<file path="config.mk">
export PLATFORM = sky130hd
export DESIGN_NAME = hbs_top
export DESIGN_NICKNAME = d
export VERILOG_FILES = /design/src/logic/hbs_pkg.sv /design/src/logic/hbs_ms_timer.sv /design/src/logic/hbs_top.sv
export SDC_FILE = /design/constraint.sdc
export NUM_CORES = 1
export LEC_CHECK = 0
export BUFFER_PORTS_ARGS = -buffer_cell sky130_fd_sc_hd__buf_2
export CAP_MARGIN = 20
export CORE_MARGIN = 5
export CORE_UTILIZATION = 50
export DETAILED_ROUTE_END_ITERATION = 10
export PLACE_DENSITY = 0.72
export SYNTH_ARGS = -nofsm -noshare
export SYNTH_HDL_FRONTEND = slang
export SYNTH_HIERARCHICAL = 1
export SYNTH_SLANG_ARGS = --single-unit
</file>
<file path="constraint.sdc">
create_clock -name CLOCK -period 4.8 [get_ports CLOCK]
set_clock_uncertainty 0.15 [all_clocks]
set_input_delay 1.2 -clock CLOCK [delete_from_list [all_inputs] [get_ports CLOCK]]
set_output_delay 1.2 -clock CLOCK [all_outputs]
set_load 0.01 [all_outputs]
</file>
<file path="src/logic/hbs_pkg.sv">
// package: register map, timing constants and carrier types of the holding brake sequencer
package hbs_pkg;

  // ****************************************************************
  // register map (byte addresses, one 32-bit word each)
  // ****************************************************************
  localparam logic [7:0] REG_CTRL = 8'h00;
  localparam logic [7:0] REG_DOUT_SEL = 8'h04;
  localparam logic [7:0] REG_RELEASE_DELAY = 8'h08;
  localparam logic [7:0] REG_HOLD_TIME = 8'h0C;
  localparam logic [7:0] REG_MAG_TIME = 8'h10;
  localparam logic [7:0] REG_MIN_FREQ = 8'h14;
  localparam logic [7:0] REG_STATUS = 8'h18;

  // ****************************************************************
  // field positions and reset values
  // ****************************************************************
  localparam int CTRL_ENABLE_BIT = 0;
  localparam int STATUS_BRAKE_BIT = 12;
  localparam int STATUS_STATE_LSB = 16;
  localparam logic [15:0] DOUT_SRC_BRAKE = 16'h145C;
  localparam logic [15:0] DOUT_SEL_RESET = 16'h0000;
  localparam logic [15:0] RELEASE_DELAY_RESET = 16'h0064;
  localparam logic [15:0] HOLD_TIME_RESET = 16'h0064;
  localparam logic [15:0] MAG_TIME_RESET = 16'h0032;
  localparam logic [15:0] MIN_FREQ_RESET = 16'h0000;

  // ****************************************************************
  // timing
  // ****************************************************************
  localparam int CLOCK_HZ = 50_000_000;
  localparam int TICK_PERIOD_US = 1000;
  localparam int TICK_CYCLES = CLOCK_HZ / 1_000_000 * TICK_PERIOD_US;

  // ****************************************************************
  // types
  // ****************************************************************
  typedef enum logic [2:0] {
    S_IDLE = 3'h0,
    S_MAGNETIZE = 3'h1,
    S_RELEASE = 3'h3,
    S_RUN = 3'h2,
    S_RAMP_DOWN = 3'h6,
    S_HOLD = 3'h7
  } hbs_state_type;

  typedef enum logic [1:0] {
    F_OFF = 2'h0,
    F_HOLD_MIN = 2'h1,
    F_SETPOINT = 2'h2,
    F_RAMP_DOWN = 2'h3
  } hbs_freq_type;

  typedef struct packed {
    logic run;
    logic quick_ramp_stop;
    logic coast_stop;
  } hbs_cmd_type;

  typedef struct packed {
    logic pulse_enable;
    hbs_freq_type freq_mode;
  } hbs_drive_type;

  // byte-lane write of a 16-bit register held in the low half of the bus word
  function automatic logic [15:0] hbs_write16(input logic [15:0] old, input logic [31:0] data,
                                              input logic [3:0] sel);
    hbs_write16 = {sel[1] ? data[15:8] : old[15:8], sel[0] ? data[7:0] : old[7:0]};
  endfunction : hbs_write16

endpackage : hbs_pkg

</file>
<file path="src/logic/hbs_ms_timer.sv">
// module: millisecond phase timer, restarted at the start of each phase
`timescale 1ns/1ps
module hbs_ms_timer #(
  parameter int TICK_CYCLES = 50000,
  parameter int WIDTH = 16
) (
  // clock and control
  input wire logic clock,
  input wire logic rst_n,
  input wire logic ce,
  // phase
  input wire logic start,
  input wire logic [WIDTH-1:0] limit,
  output logic done
);

  localparam int PW = $clog2(TICK_CYCLES + 1);

  if (TICK_CYCLES < 1 || WIDTH < 1) begin : g_check
    $error("hbs_ms_timer: TICK_CYCLES and WIDTH must be at least 1");
  end

  logic [PW-1:0] prescale;
  logic [WIDTH-1:0] ms_count;
  wire tick = prescale == PW'(TICK_CYCLES - 1);

  // whole ticks only: a phase lasts exactly limit ticks plus one clock
  always_ff @(posedge clock) begin
    if (!rst_n) begin
      prescale <= '0;
      ms_count <= '0;
    end else if (ce) begin
      if (start) begin // [RQ14]
        prescale <= '0;
        ms_count <= '0;
      end else if (tick) begin
        prescale <= '0;
        if (!done) ms_count <= ms_count + 1'b1; // [RQ14]
      end else begin
        prescale <= prescale + 1'b1;
      end
    end
  end

  assign done = ms_count >= limit;

endmodule : hbs_ms_timer

</file>
<file path="src/logic/hbs_top.sv">
// module: holding brake sequencer with classic Wishbone register slave
// Function
// (RQ1) sequence runs only with enable set
// (RQ2) output selection alone never activates brake
// (RQ3) pulses on, minimum frequency before release
// (RQ4) hold minimum frequency through release delay
// (RQ5) ramp stop: dwell hold time, then apply
// (RQ6) coast stop clears brake bit at once
// (RQ7) brake active is status word bit 12
// (RQ8) output source code selects brake bit
// (RQ9) link master copies bit to relay
// (RQ10) release delay covers opening plus relay
// (RQ11) hold time covers closing plus relay
// (RQ12) magnetizing interval completes before release
// (RQ13) coast stop cancels pulses immediately
// (RQ14) timers count millisecond ticks, restart per phase
//
// The address map and the Wishbone interface to the registers were chosen for this implementation.
`timescale 1ns/1ps
module hbs_top #(
  parameter int TICK_CYCLES = hbs_pkg::TICK_CYCLES
) (
  // clock, reset, enable
  input wire logic CLOCK,
  input wire logic RST_N,
  input wire logic CE,
  // Wishbone slave
  input wire logic WB_CYC_I,
  input wire logic WB_STB_I,
  input wire logic WB_WE_I,
  input wire logic [7:0] WB_ADR_I,
  input wire logic [3:0] WB_SEL_I,
  input wire logic [31:0] WB_DAT_I,
  output logic [31:0] WB_DAT_O,
  output logic WB_ACK_O,
  // commands from pins, ramp generator feedback
  input wire hbs_pkg::hbs_cmd_type CMD,
  input wire logic AT_MIN_FREQ,
  // drive control and brake outputs
  output hbs_pkg::hbs_drive_type DRIVE,
  output logic [15:0] MIN_FREQ,
  output logic [15:0] STATUS_WORD,
  output logic DOUT
);

  if (TICK_CYCLES < 1) begin : g_check
    $error("hbs_top: TICK_CYCLES must be at least 1");
  end

  // ****************************************************************
  // registers
  // ****************************************************************
  logic ctrl_enable;
  logic [15:0] dout_sel;
  logic [15:0] release_delay;
  logic [15:0] hold_time;
  logic [15:0] mag_time;
  hbs_pkg::hbs_state_type state;
  hbs_pkg::hbs_state_type next_state;

  wire bus_req = WB_CYC_I && WB_STB_I && !WB_ACK_O;
  wire bus_wr = bus_req && WB_WE_I;
  wire wr_ctrl = bus_wr && WB_ADR_I == hbs_pkg::REG_CTRL;
  wire wr_dout = bus_wr && WB_ADR_I == hbs_pkg::REG_DOUT_SEL;
  wire wr_rel = bus_wr && WB_ADR_I == hbs_pkg::REG_RELEASE_DELAY;
  wire wr_hold = bus_wr && WB_ADR_I == hbs_pkg::REG_HOLD_TIME;
  wire wr_mag = bus_wr && WB_ADR_I == hbs_pkg::REG_MAG_TIME;
  wire wr_min = bus_wr && WB_ADR_I == hbs_pkg::REG_MIN_FREQ;

  // unmapped addresses read zero and ignore writes, but are still acknowledged
  logic [31:0] rd_mux;
  always_comb begin
    case (WB_ADR_I)
      hbs_pkg::REG_CTRL: rd_mux = {31'h0, ctrl_enable};
      hbs_pkg::REG_DOUT_SEL: rd_mux = {16'h0, dout_sel};
      hbs_pkg::REG_RELEASE_DELAY: rd_mux = {16'h0, release_delay};
      hbs_pkg::REG_HOLD_TIME: rd_mux = {16'h0, hold_time};
      hbs_pkg::REG_MAG_TIME: rd_mux = {16'h0, mag_time};
      hbs_pkg::REG_MIN_FREQ: rd_mux = {16'h0, MIN_FREQ};
      hbs_pkg::REG_STATUS: rd_mux = {13'h0, state, STATUS_WORD};
      default: rd_mux = 32'h0;
    endcase
  end

  always_ff @(posedge CLOCK) begin
    if (!RST_N) begin
      WB_ACK_O <= 1'b0;
      WB_DAT_O <= 32'h0;
    end else if (CE) begin
      WB_ACK_O <= bus_req;
      WB_DAT_O <= bus_req ? rd_mux : 32'h0;
    end
  end

  always_ff @(posedge CLOCK) begin
    if (!RST_N) begin
      ctrl_enable <= 1'b0;
      dout_sel <= hbs_pkg::DOUT_SEL_RESET;
      release_delay <= hbs_pkg::RELEASE_DELAY_RESET;
      hold_time <= hbs_pkg::HOLD_TIME_RESET;
      mag_time <= hbs_pkg::MAG_TIME_RESET;
      MIN_FREQ <= hbs_pkg::MIN_FREQ_RESET;
    end else if (CE) begin
      if (wr_ctrl && WB_SEL_I[0]) ctrl_enable <= WB_DAT_I[hbs_pkg::CTRL_ENABLE_BIT];
      if (wr_dout) dout_sel <= hbs_pkg::hbs_write16(dout_sel, WB_DAT_I, WB_SEL_I);
      if (wr_rel) release_delay <= hbs_pkg::hbs_write16(release_delay, WB_DAT_I, WB_SEL_I);
      if (wr_hold) hold_time <= hbs_pkg::hbs_write16(hold_time, WB_DAT_I, WB_SEL_I);
      if (wr_mag) mag_time <= hbs_pkg::hbs_write16(mag_time, WB_DAT_I, WB_SEL_I);
      if (wr_min) MIN_FREQ <= hbs_pkg::hbs_write16(MIN_FREQ, WB_DAT_I, WB_SEL_I);
    end
  end

  // ****************************************************************
  // command synchroniser
  // ****************************************************************
  hbs_pkg::hbs_cmd_type cmd_meta;
  hbs_pkg::hbs_cmd_type cmd_sync;

  always_ff @(posedge CLOCK) begin
    if (!RST_N) begin
      cmd_meta <= '0;
      cmd_sync <= '0;
    end else if (CE) begin
      cmd_meta <= CMD;
      cmd_sync <= cmd_meta;
    end
  end

  wire stop_req = !cmd_sync.run || cmd_sync.quick_ramp_stop;

  // ****************************************************************
  // phase timer
  // ****************************************************************
  logic phase_done;
  logic [15:0] phase_limit;
  wire phase_start = next_state != state;

  assign phase_limit = state == hbs_pkg::S_MAGNETIZE ? mag_time :
                       state == hbs_pkg::S_RELEASE ? release_delay : hold_time;

  hbs_ms_timer #(
    .TICK_CYCLES(TICK_CYCLES),
    .WIDTH(16)
  ) u_timer (
    .clock(CLOCK),
    .rst_n(RST_N),
    .ce(CE),
    .start(phase_start), // [RQ14]
    .limit(phase_limit),
    .done(phase_done)
  );

  // ****************************************************************
  // brake sequence
  // ****************************************************************
  always_comb begin
    next_state = state;
    case (state)
      hbs_pkg::S_IDLE: if (!stop_req) next_state = hbs_pkg::S_MAGNETIZE;
      // torque must exist before the brake opens, so magnetizing always runs first
      hbs_pkg::S_MAGNETIZE: begin // [RQ12]
        if (stop_req) next_state = hbs_pkg::S_RAMP_DOWN;
        else if (phase_done) next_state = ctrl_enable ? hbs_pkg::S_RELEASE : hbs_pkg::S_RUN; // [RQ1]
      end
      hbs_pkg::S_RELEASE: begin // [RQ4]
        if (stop_req) next_state = hbs_pkg::S_RAMP_DOWN;
        else if (phase_done) next_state = hbs_pkg::S_RUN;
      end
      hbs_pkg::S_RUN: if (stop_req) next_state = hbs_pkg::S_RAMP_DOWN;
      hbs_pkg::S_RAMP_DOWN: begin // [RQ5]
        if (AT_MIN_FREQ) next_state = ctrl_enable ? hbs_pkg::S_HOLD : hbs_pkg::S_IDLE;
      end
      hbs_pkg::S_HOLD: if (phase_done) next_state = hbs_pkg::S_IDLE; // [RQ5]
      default: next_state = hbs_pkg::S_IDLE;
    endcase
    if (cmd_sync.coast_stop) next_state = hbs_pkg::S_IDLE; // [RQ6] [RQ13]
  end

  // the brake opens only on entry to the release phase, never mid-run when enable is set late,
  // so holding current is always in place before it opens; once open it stays so through hold
  wire brake_opening = next_state == hbs_pkg::S_RELEASE; // [RQ3]
  wire brake_staying = STATUS_WORD[hbs_pkg::STATUS_BRAKE_BIT] &&
                       (next_state == hbs_pkg::S_RUN || next_state == hbs_pkg::S_RAMP_DOWN ||
                        next_state == hbs_pkg::S_HOLD);
  wire next_brake = ctrl_enable && !cmd_sync.coast_stop && (brake_opening || brake_staying); // [RQ1] [RQ6]

  hbs_pkg::hbs_drive_type next_drive;
  always_comb begin
    case (next_state)
      hbs_pkg::S_MAGNETIZE: next_drive = '{1'b1, hbs_pkg::F_HOLD_MIN}; // [RQ3]
      hbs_pkg::S_RELEASE: next_drive = '{1'b1, hbs_pkg::F_HOLD_MIN}; // [RQ3] [RQ4]
      hbs_pkg::S_RUN: next_drive = '{1'b1, hbs_pkg::F_SETPOINT};
      hbs_pkg::S_RAMP_DOWN: next_drive = '{1'b1, hbs_pkg::F_RAMP_DOWN};
      hbs_pkg::S_HOLD: next_drive = '{1'b1, hbs_pkg::F_HOLD_MIN}; // [RQ5]
      default: next_drive = '{1'b0, hbs_pkg::F_OFF}; // [RQ13]
    endcase
  end

  // the output selector alone only routes the bit; enable gates next_brake itself
  wire next_dout = dout_sel == hbs_pkg::DOUT_SRC_BRAKE && next_brake; // [RQ2] [RQ8]

  always_ff @(posedge CLOCK) begin
    if (!RST_N) begin
      state <= hbs_pkg::S_IDLE;
      DRIVE <= '{1'b0, hbs_pkg::F_OFF};
      STATUS_WORD <= 16'h0;
      DOUT <= 1'b0;
    end else if (CE) begin
      state <= next_state;
      DRIVE <= next_drive;
      STATUS_WORD <= 16'(next_brake) << hbs_pkg::STATUS_BRAKE_BIT; // [RQ7]
      DOUT <= next_dout;
    end
  end
endmodule : hbs_top

</file>
# After elaboration in Yosys (flattened, before gate mapping)
# Cells that the tools add are included.
totals:
  rom_bits: 0
  reg_bits: 160
  out_inout_bits: 69
  n_memories: 0
  inputBits: 54
  ramBits: 0
  latchBits: 0
classes:
  n_bitwise: 0
  div: 0
  n_eq_ne: 20
  n_mux: 22
  multipliers: 0
  n_reduce_logical: 37
  n_addsub: 2
  shift: 0
  n_lt_le_gt_ge: 1
op_table:
  columns: ["operator", "n"]
  rows:
  - ["case mux 19 bit (7 select lines)", 1]
  - ["two-way mux 16 bit", 7]
  - ["AND reduction 3 bit", 11]
  - ["adder 16 x 1 -> 16 bit (second input constant)", 2]
  - ["two-way mux 32 bit", 1]
  - ["two-way mux 3 bit", 10]
  - ["equality test 8 x 5 -> 1 bit (second input constant)", 3]
  - ["case mux 3 bit (6 select lines)", 1]
  - ["equality test 16 x 13 -> 1 bit (second input constant)", 1]
  - ["equality test 16 bit (second input constant)", 1]
  - ["equality test 8 x 4 -> 1 bit (second input constant)", 2]
  - [">= comparator 16 bit", 1]
  - ["logical AND 1 bit", 14]
  - ["equality test 3 x 2 -> 1 bit (second input constant)", 4]
  - ["equality test 3 bit (second input constant)", 4]
  - ["case mux 3 bit (3 select lines)", 1]
  - ["equality test 8 x 3 -> 1 bit (second input constant)", 1]
  - ["zero test 8 bit", 1]
  - ["equality test 3 x 1 -> 1 bit (second input constant)", 2]
  - ["logical OR 1 bit", 4]
  - ["zero test 1 bit", 3]
  - ["zero test 3 bit", 1]
  - ["!= test 3 bit", 1]
  - ["OR reduction 3 bit", 1]
  - ["4 further kinds", 4]

# Longest topological paths before layout
# Gate-level depths: netlist of the first run.
logic_depth:
  word_depth: 15
  depth_mapped: 21

# By module
# Netlist of the first run, hierarchy kept.
by_module_without_submodules:
  columns: ["module", "seq_area_each_um2", "n_inst", "cells_per_inst", "area_each_um2"]
  rows:
  - ["hbs_top", 2302.2, 1, 628, 5572.8]
  - ["hbs_ms_timer", 640.6, 1, 246, 2030.7]

# Least setup slack after synthesis of the first run
# Ideal clock, no wire load.
synth_timing:
  path_type: "register to register"
  from: "register state[1]"
  to: "register u_timer.ms_count[3]"
  path_stages_with_launch: 21
  synth_period_minus_slack_ns: 4.031
  arrival_time_ns: 3.824
  setup_slack_ns: 0.769
  n_path_buf: 3
  path_cell_list: "dfxtp_1 -> clkbuf_1 -> buf_1 -> mux2i_1 -> o21ai_0 -> inv_1 -> ha_1 -> a211oi_2 -> nor2_1 -> nor4_4 -> nand3_2 -> nand2_1 -> nand4_1 -> o22ai_1 -> nand2_1 -> nand2b_1 -> nor3_1 -> nand4_1 -> buf_2 -> o31ai_1 -> a21o_1"
synth_via:
  elab_chain_cells: 11
synth_rtl:
  columns: ["item", "line_no", "text"]
  rows:
  - ["start: declaration", "hbs_top.sv:58", "hbs_pkg::hbs_state_type state;"]
  - ["start signal: assignment", "hbs_top.sv:204", "state <= hbs_pkg::S_IDLE;"]
  - ["start signal: assignment", "hbs_top.sv:209", "state <= next_state;"]
  - ["equality test 3 x 2 -> 1 bit", "hbs_top.sv:139", "state == hbs_pkg::S_RELEASE ? release_delay : hold_time;"]
  - ["two-way mux 16 bit", "hbs_top.sv:139", null]
  - ["two-way mux 16 bit *", "hbs_top.sv:138", "assign phase_limit = state == hbs_pkg::S_MAGNETIZE ? mag_time :"]
  - ["named net phase_limit[13]", "hbs_top.sv:135", "logic [15:0] phase_limit;"]
  - [">= comparator 16 bit *", "hbs_ms_timer.sv:45", "assign done = ms_count >= limit;"]
  - ["named net phase_done", "hbs_top.sv:134", "logic phase_done;"]
  - ["two-way mux 3 bit (on tied branches)", "hbs_top.sv:167, hbs_top.sv:163", null]
  - ["two-way mux 3 bit (on tied branches)", "hbs_top.sv:166, hbs_top.sv:162", null]
  - ["case mux 3 bit (6 select lines) *", "hbs_top.sv:158", "case (state)"]
  - ["two-way mux 3 bit *", "hbs_top.sv:176", "if (cmd_sync.coast_stop) next_state = hbs_pkg::S_IDLE;"]
  - ["!= test 3 bit *", "hbs_top.sv:136", "wire phase_start = next_state != state;"]
  - ["named net phase_start", "hbs_top.sv:136", null]
  - ["!= test 2 x 1 -> 1 bit (no source line) / nonzero test 2 bit (equally long branches)", null, null]
  - ["AND reduction 3 bit (no source line)", null, null]
  - ["end signal: assignment", "hbs_ms_timer.sv:38", "if (!done) ms_count <= ms_count + 1'b1;"]
  - ["end: declaration", "hbs_ms_timer.sv:24", "logic [WIDTH-1:0] ms_count;"]
# Mark *: on every way through the listed nets, which the timed path passes. The rest lies on a longest branch.
# A chain may end at the register's enable or synchronous reset.

# Worst setup path after layout of the first run
layout_timing:
  from: "register state[2]"
  to: "register u_timer.ms_count[14]"
# Same word-level chain as after synthesis.

==> flow_metrics.py, run 1 <==
metrics = {
    "outcome": {
        "status": "complete, no violations",
    },
    "route": {
        "vias": 6525,
        "wl_met1_um": 9090,
        "drc": 0,
        "wl_met2_um": 9260,
        "first_pass_iters": 5,
        "wl_um": 20300,
        "wl_per_cell_um": 17.8,
        "drt_iter0_drc": 661,
        "viasPerCell": 5.72,
        "topRoutingLayerUsed": "met4",
        "met3_length_um": 1430,
        "drtAntennaViolNets": 0,
    },
    "grt": {
        "grt_pass1_vias": 5977,
        "grt_pass1_wl_um": 31600,
        "antenna_found_initial": 0,
        "grt_start_max_net_pins": 70,
        "grt-ovfl-total": 0,
        "track_usage_pct": 22.2,
    },
    "timing": {
        "slew_viol_final": 0,
        "fin_crit_ps": 4480,
        "max-slew-margin-rel_pct": 46.5,
        "hold_violations": 0,
        "setup_slack_ps": 325,
        "fin_setup_tns_ps": 0,
        "fin_crit_sh_pct": 93.2,
        "final-setup-viol-count": 0,
        "grt_setup_unrepaired": "false",
        "fmax_mhz": 223,
        "worst_pin_slew_ps": 801,
    },
    "synth": {
        "ys_ff_latch": 147,
        "syn_avg_cell_area_um2": 8.70,
        "synthTopCellsByArea": "dfxtp_1 (39%), mux2i_1 (12%), nand2_1 (5.4%)",
        "yosysSeqAreaShare_pct": 38.7,
        "synth_ff_type": "dfxtp_1",
        "syn_area_um2": 7600,
        "ys_async_sr_fraction_pct": 0,
        "ys_warn_count": 6,
        "synth_cells": 874,
        "yosysUniqueCellTypes": 73,
        "yosysTopAreaCellShare_pct": 38.7,
        "yosysTopAreaCell": "dfxtp_1",
        "synth_edf_count": 0,
    },
    "die": {
        "dieHeight_um": 133,
        "core_area_um2": 15000,
        "io_pins": 123,
        "rows": 45,
        "fp.dieArea_um2": 17800,
        "start_util_pct": 50.6,
        "die_x_um": 133,
    },
    "power": {
        "p_switching_w": 0.000644,
        "p_int_w": 0.00205,
        "p_leak_nw": 3.49,
        "combinationalPowerShare_pct": 5.6,
        "pwr-share-seq_pct": 45.7,
        "switching_share_pct": 23.9,
        "power_density_nw_per_um2": 312,
        "peakVddDrop_uv": 257,
        "pwr-share-clk_pct": 48.7,
    },
    "critical_path": {
        "crit_start": "state[2]",
        "r2r_start": "state[2]",
        "worstSetupStartpointType": "register",
        "worstPathRequired_ps": 5020,
        "crit_arrival_ps": 4690,
        "critical_path.endpoint_type": "register",
        "crit_type": "register to register",
        "worstPathMaxFanout": 32,
    },
    "clock_tree": {
        "cts_tree": "built",
        "clkSinkCount": 147,
        "cts_inserted_buffers": 17,
        "root_buffer": "clkbuf_16",
        "clkTransAtPathRegs_ps": 60,
        "cts_hold_buf": 0,
        "insertion_delay_ps": 430,
        "cts_buffer_depth": 2,
        "cts_htree_levels": 4,
        "cts_setup_buffers": 0,
    },
    "placement": {
        "port_buffers": 76,
        "dp_hpwl_um": 14100,
        "dp_slack_ps": 366,
        "gp_congestion": 0.848,
    },
    "cells_and_area": {
        "nFillCells": 1354,
        "diodes": 0,
        "area_growth_pct": 13.6,
        "drive_gt1_share_pct": 16.5,
        "layout.nets": 1012,
    },
    "flow_run": {
        "cap_violations": 0,
    },
    "min_path": {
        "hp-class": "register to register",
        "hold_start": "dout_sel[9]",
    },
}
==> Yosys cell counts, types with 16 or more instances <==
cell type / count
inv_1: 26
mux2i_1: 94
nand3_1: 28
nand2_1: 110
clkbuf_1: 28
buf_4: 29
a21oi_1: 38
o21ai_0: 27
nor2_1: 95
ha_1: 18
dfxtp_1: 147
mux2_2: 17
nand4_1: 16
==> layer usage <==
metal | track usage, % | up-vias
li1 | - | 3190
met1 | 30.3 | 3056
met2 | 34.2 | 243
met3 | 4.98 | 36
met4 | 8.86 | 0
met5 | 0 | -
==> cell usage in the layout (no fill, tap or decap), drive strengths merged, types with 4 or more instances in the layout <==
| master | netlist | routed |
|---|---|---|
| a21o | 13 | 13 |
| nor2b | 7 | 7 |
| o21ai | 27 | 27 |
| nor4 | 7 | 7 |
| or2 | 6 | 6 |
| mux2i | 94 | 94 |
| nor3 | 16 | 16 |
| o22ai | 11 | 11 |
| nand3 | 30 | 30 |
| a21oi | 38 | 38 |
| nor2 | 96 | 96 |
| a31oi | 4 | 4 |
| dfxtp | 147 | 147 |
| nand2b | 6 | 6 |
| and2 | 4 | 4 |
| o211ai | 4 | 4 |
| a22o | 12 | 12 |
| clkinv | 0 | 5 |
| ha | 18 | 18 |
| xnor2 | 5 | 5 |
| clkbuf | 28 | 20 |
| nand2 | 110 | 110 |
| a22oi | 15 | 15 |
| conb | 1 | 28 |
| nand4 | 16 | 16 |
| xor2 | 9 | 9 |
| and3 | 5 | 5 |
| inv | 27 | 28 |
| buf | 43 | 91 |
| o31ai | 10 | 10 |
| mux2 | 17 | 17 |
==> logic make-up after synthesis <==
family | after synthesis | share of synthesized area [%]
flops | 147 | 38.7
fa+ha+maj | 18 | 2.96
simple gates | 322 | 20.7
other cells | 1 | 0.0493
buf+inv | 98 | 6.42
compound gates | 163 | 14.7
xor+xnor | 14 | 1.61
mux | 111 | 14.9
==> sequential cells by signal (all words and copies together) (netlist names), 16 cells and up <==
name              cells
u_timer/prescale     16
WB_DAT_O             19
mag_time             16
release_delay        16
dout_sel             16
MIN_FREQ             16
hold_time            16
u_timer/ms_count     16
==> final timing paths <==
check                              end  slack, ps  cells after the start
setup / recovery  u_timer/ms_count[14]        320                     20
hold / removal             dout_sel[9]        310                      2
setup reg to reg  u_timer/ms_count[14]        320                     20
hold reg to reg            dout_sel[9]        310                      2
==> through the flow <==
stage | power, W | area (µm²) | util [%] | cells | hold slack [ps]
detailed placement | 0.00141 | 8060 | 53.6 | 1109 | 306
global route | 0.00277 | 8640 | 57.5 | 1140 | 336
finish | 0.00269 | 8640 | 57.5 | 1140 | 314
CTS | 0.00270 | 8640 | 57.5 | 1140 | 315
global placement | 0.00140 | 8060 | 53.6 | 1109 | 303
floorplan | 0.00136 | 7700 | - | 901 | 287
==> final cells by class <==
type | count | area [µm²] | share of cell area, %
Sequential cell | 147 | 2940 | 34.1
Multi-Input combinational cell | 656 | 4270 | 49.5
Timing Repair Buffer | 91 | 505 | 5.85
Clock buffer | 20 | 447 | 5.17
Tap cell | 188 | 235 | 2.72
Inverter | 27 | 101 | 1.17
Clock inverter | 11 | 131 | 1.52
==> power groups by stage <==
stage / registers, W / clock network [W] / logic [W]
floorplan: 0.00126 / 0 / 0.000108
global placement: 0.00126 / 0 / 0.000146
detailed placement: 0.00126 / 0 / 0.000147
CTS: 0.00123 / 0.00132 / 0.000148
global route: 0.00123 / 0.00138 / 0.000161
finish: 0.00123 / 0.00131 / 0.000150
==> critical path: stages, from the launching register on <==
cell and delay, ps:
dfxtp_2 360, inv_1 120, nand2_1 100, buf_12 170, o21ai_0 310, inv_1 100, ha_1 350, a211oi_2 230
nor2_1 100, nor4_4 340, nand3_2 240, nand2_1 140, nand4_1 150, o22ai_1 160, nand2_1 190, nand2b_1 210
nor3_1 150, nand4_1 150, buf_4 200, o41ai_1 340, a21o_1 120
==> repair_timing <==
| item | in CTS | in global routing |
|---|---|---|
| endpoints found under the hold margin | 0 | 0 |
| endpoints found under the setup margin | 0 | 11 |
| gates resized for setup | 0 | 1 |
Power figures use the tool's default switching activity.
==> run 2: changes to the inputs <==
Settings changed: ABC_CLOCK_PERIOD_IN_PS from default to 4800, CORE_UTILIZATION 50 to 57, PLACE_DENSITY 0.72 to 0.8, RECOVER_POWER from default to 100.
==> flow_metrics.py, run 2 (synthesized netlist as in run 1, its figures left out) <==
metrics = {
    "outcome": {
        "status": "complete, but fails checks",
        "failed_checks": "capacitance limit, slew limit",
    },
    "cells_and_area": {
        "area_growth_pct": 12.8,
        "final_area_um2": 8570,
        "drive_gt1_share_pct": 11.4,
        "final_common_cell": "dfxtp_1",
        "diodes": 0,
        "nFillCells": 1109,
        "layout.nets": 1018,
        "post-route-util_pct": 65.3,
        "largest_reg_flops": 19,
        "layoutNonFillerInstCount": 1135,
        "regMostFlops": "WB_DAT_O",
        "mostFrequentLayoutCells": "dfxtp_1 (146), nand2_1 (110), nor2_1 (96)",
    },
    "timing": {
        "max-slew-margin-rel_pct": -21.6,
        "grt_setup_unrepaired": "false",
        "setup_slack_ps": 509,
        "hold_violations": 0,
        "fin_crit_ps": 4290,
        "worst_pin_slew_ps": 1810,
        "fin_setup_tns_ps": 0,
        "slew_viol_final": 46,
        "fmax_mhz": 233,
        "fin_crit_sh_pct": 89.4,
        "final-setup-viol-count": 0,
    },
    "route": {
        "wl_um": 20100,
        "vias": 6680,
        "viasPerCell": 5.89,
        "drt_iter0_drc": 446,
        "drtAntennaViolNets": 0,
        "first_pass_iters": 5,
        "drc": 0,
        "wl_per_cell_um": 17.7,
    },
    "critical_path": {
        "worstPathBufferInverterCount": 2,
        "cp_slowest_stage_delay_ps": 1120,
        "crit_arrival_ps": 4410,
        "crit_type": "input pin to register",
        "cp_top_family": "buffers and inverters",
        "cp_slowest_cell": "clkbuf_1",
        "critical_path.endpoint_type": "register",
        "worstSetupStartpointType": "input pin",
        "cpMostUsedCell": "clkbuf_1",
        "cp_cell_sequence": "clkbuf_1 > or4b_1 > nor3_1 > nor2b_1 > clkbuf_1 > mux2i_1 > nor2_1",
        "worstPathMaxFanout": 27,
        "worstPathRequired_ps": 4920,
    },
    "clock_tree": {
        "cts_hold_buf": 0,
        "cts_tree": "built",
        "cts_htree_levels": 4,
        "cts_inserted_buffers": 17,
        "insertion_delay_ps": 430,
        "clkTransAtPathRegs_ps": 70,
        "clkSinkCount": 147,
        "root_buffer": "clkbuf_16",
        "cts_buffer_depth": 2,
    },
    "grt": {
        "grt_pass1_wl_um": 32500,
        "grt-ovfl-total": 0,
        "grt_start_max_net_pins": 78,
        "grt_pass1_vias": 6313,
        "antenna_found_initial": 0,
        "track_usage_pct": 25.3,
    },
    "power": {
        "combinationalPowerShare_pct": 5.5,
        "switching_share_pct": 23.7,
        "pwr-share-clk_pct": 49.6,
        "p_leak_nw": 3.27,
        "peakVddDrop_uv": 188,
        "p_switching_w": 0.000650,
        "p_int_w": 0.00209,
        "power_density_nw_per_um2": 320,
        "pwr-share-seq_pct": 44.9,
    },
    "die": {
        "io_pins": 123,
        "dieHeight_um": 125,
        "core_area_um2": 13100,
        "rows": 42,
        "die_x_um": 125,
        "start_util_pct": 57.9,
        "fp.dieArea_um2": 15700,
    },
    "placement": {
        "placed_cell_area_um2": 8090,
        "dp_slack_ps": 402,
        "port_buffers": 76,
        "dpl.cell_count": 1102,
        "dp_hpwl_um": 13800,
        "gp_congestion": 0.879,
    },
    "flow_run": {
        "cap_violations": 3,
    },
    "min_path": {
        "hp-class": "register to register",
    },
}
## run 2: worst register-to-register path, stage by stage (launching register included)
cell	delay, ps
dfxtp_1	460
inv_1	140
nand2_1	120
buf_12	180
nand2_1	80
o21ai_0	100
inv_1	80
ha_1	300
nand4_1	140
nor3_1	330
nand3b_1	220
nand3_2	200
a21oi_1	90
a21oi_1	150
o22ai_1	90
nand2_1	90
clkbuf_1	210
nand2_1	100
and2_0	240
o31a_1	100
clkbuf_2	250
a211o_1	350
## run 2: final timing paths
kind | from | cells past startpoint | slack, ps | to
min reg2reg | dout_sel[2] | 2 | 310 | dout_sel[2]
max reg2reg | state[2] | 21 | 520 | u_timer/ms_count[15]
min | dout_sel[2] | 2 | 310 | dout_sel[2]
max | WB_ADR_I[4] | 7 | 510 | mag_time[11]
## run 2: what timing repair did
item	in CTS	in global routing
gates resized for setup	0	1
buffers inserted	0	1
endpoints found under the setup margin	0	8
hold endpoints to repair	0	0
## run 2: cell type report
class	instances	area, µm²	area share, %
Inverter	27	101	1.18
Timing Repair Buffer	97	483	5.63
Tap cell	176	220	2.57
Sequential cell	147	2940	34.3
Multi-Input combinational cell	656	4220	49.2
Clock buffer	17	425	4.96
Clock inverter	15	180	2.10
## run 2: stage by stage
stage	hold WS, ps	power [W]
finish	314	0.00274
global route	334	0.00282
CTS	313	0.00275
detailed placement	305	0.00141
global placement	299	0.00141
floorplan	287	0.00136
## run 2: metal layers
layer / vias up / wire, µm / global-route usage (%)
li1: 3205 / - / -
met1: 3174 / 8850 / 33.4
met2: 263 / 9120 / 39.5
met3: 38 / 1530 / 7.04
met4: 0 / 555 / 9.57
met5: - / 0 / 0
## run 2: power groups by stage
stage,Clock [W],Sequential (W),Combinational [W]
final,0.00136,0.00123,0.000151
after floorplan,0,0.00126,0.000108
after CTS,0.00137,0.00123,0.000150
after detailed placement,0,0.00126,0.000150
after global routing,0.00143,0.00123,0.000162
after global placement,0,0.00126,0.000148
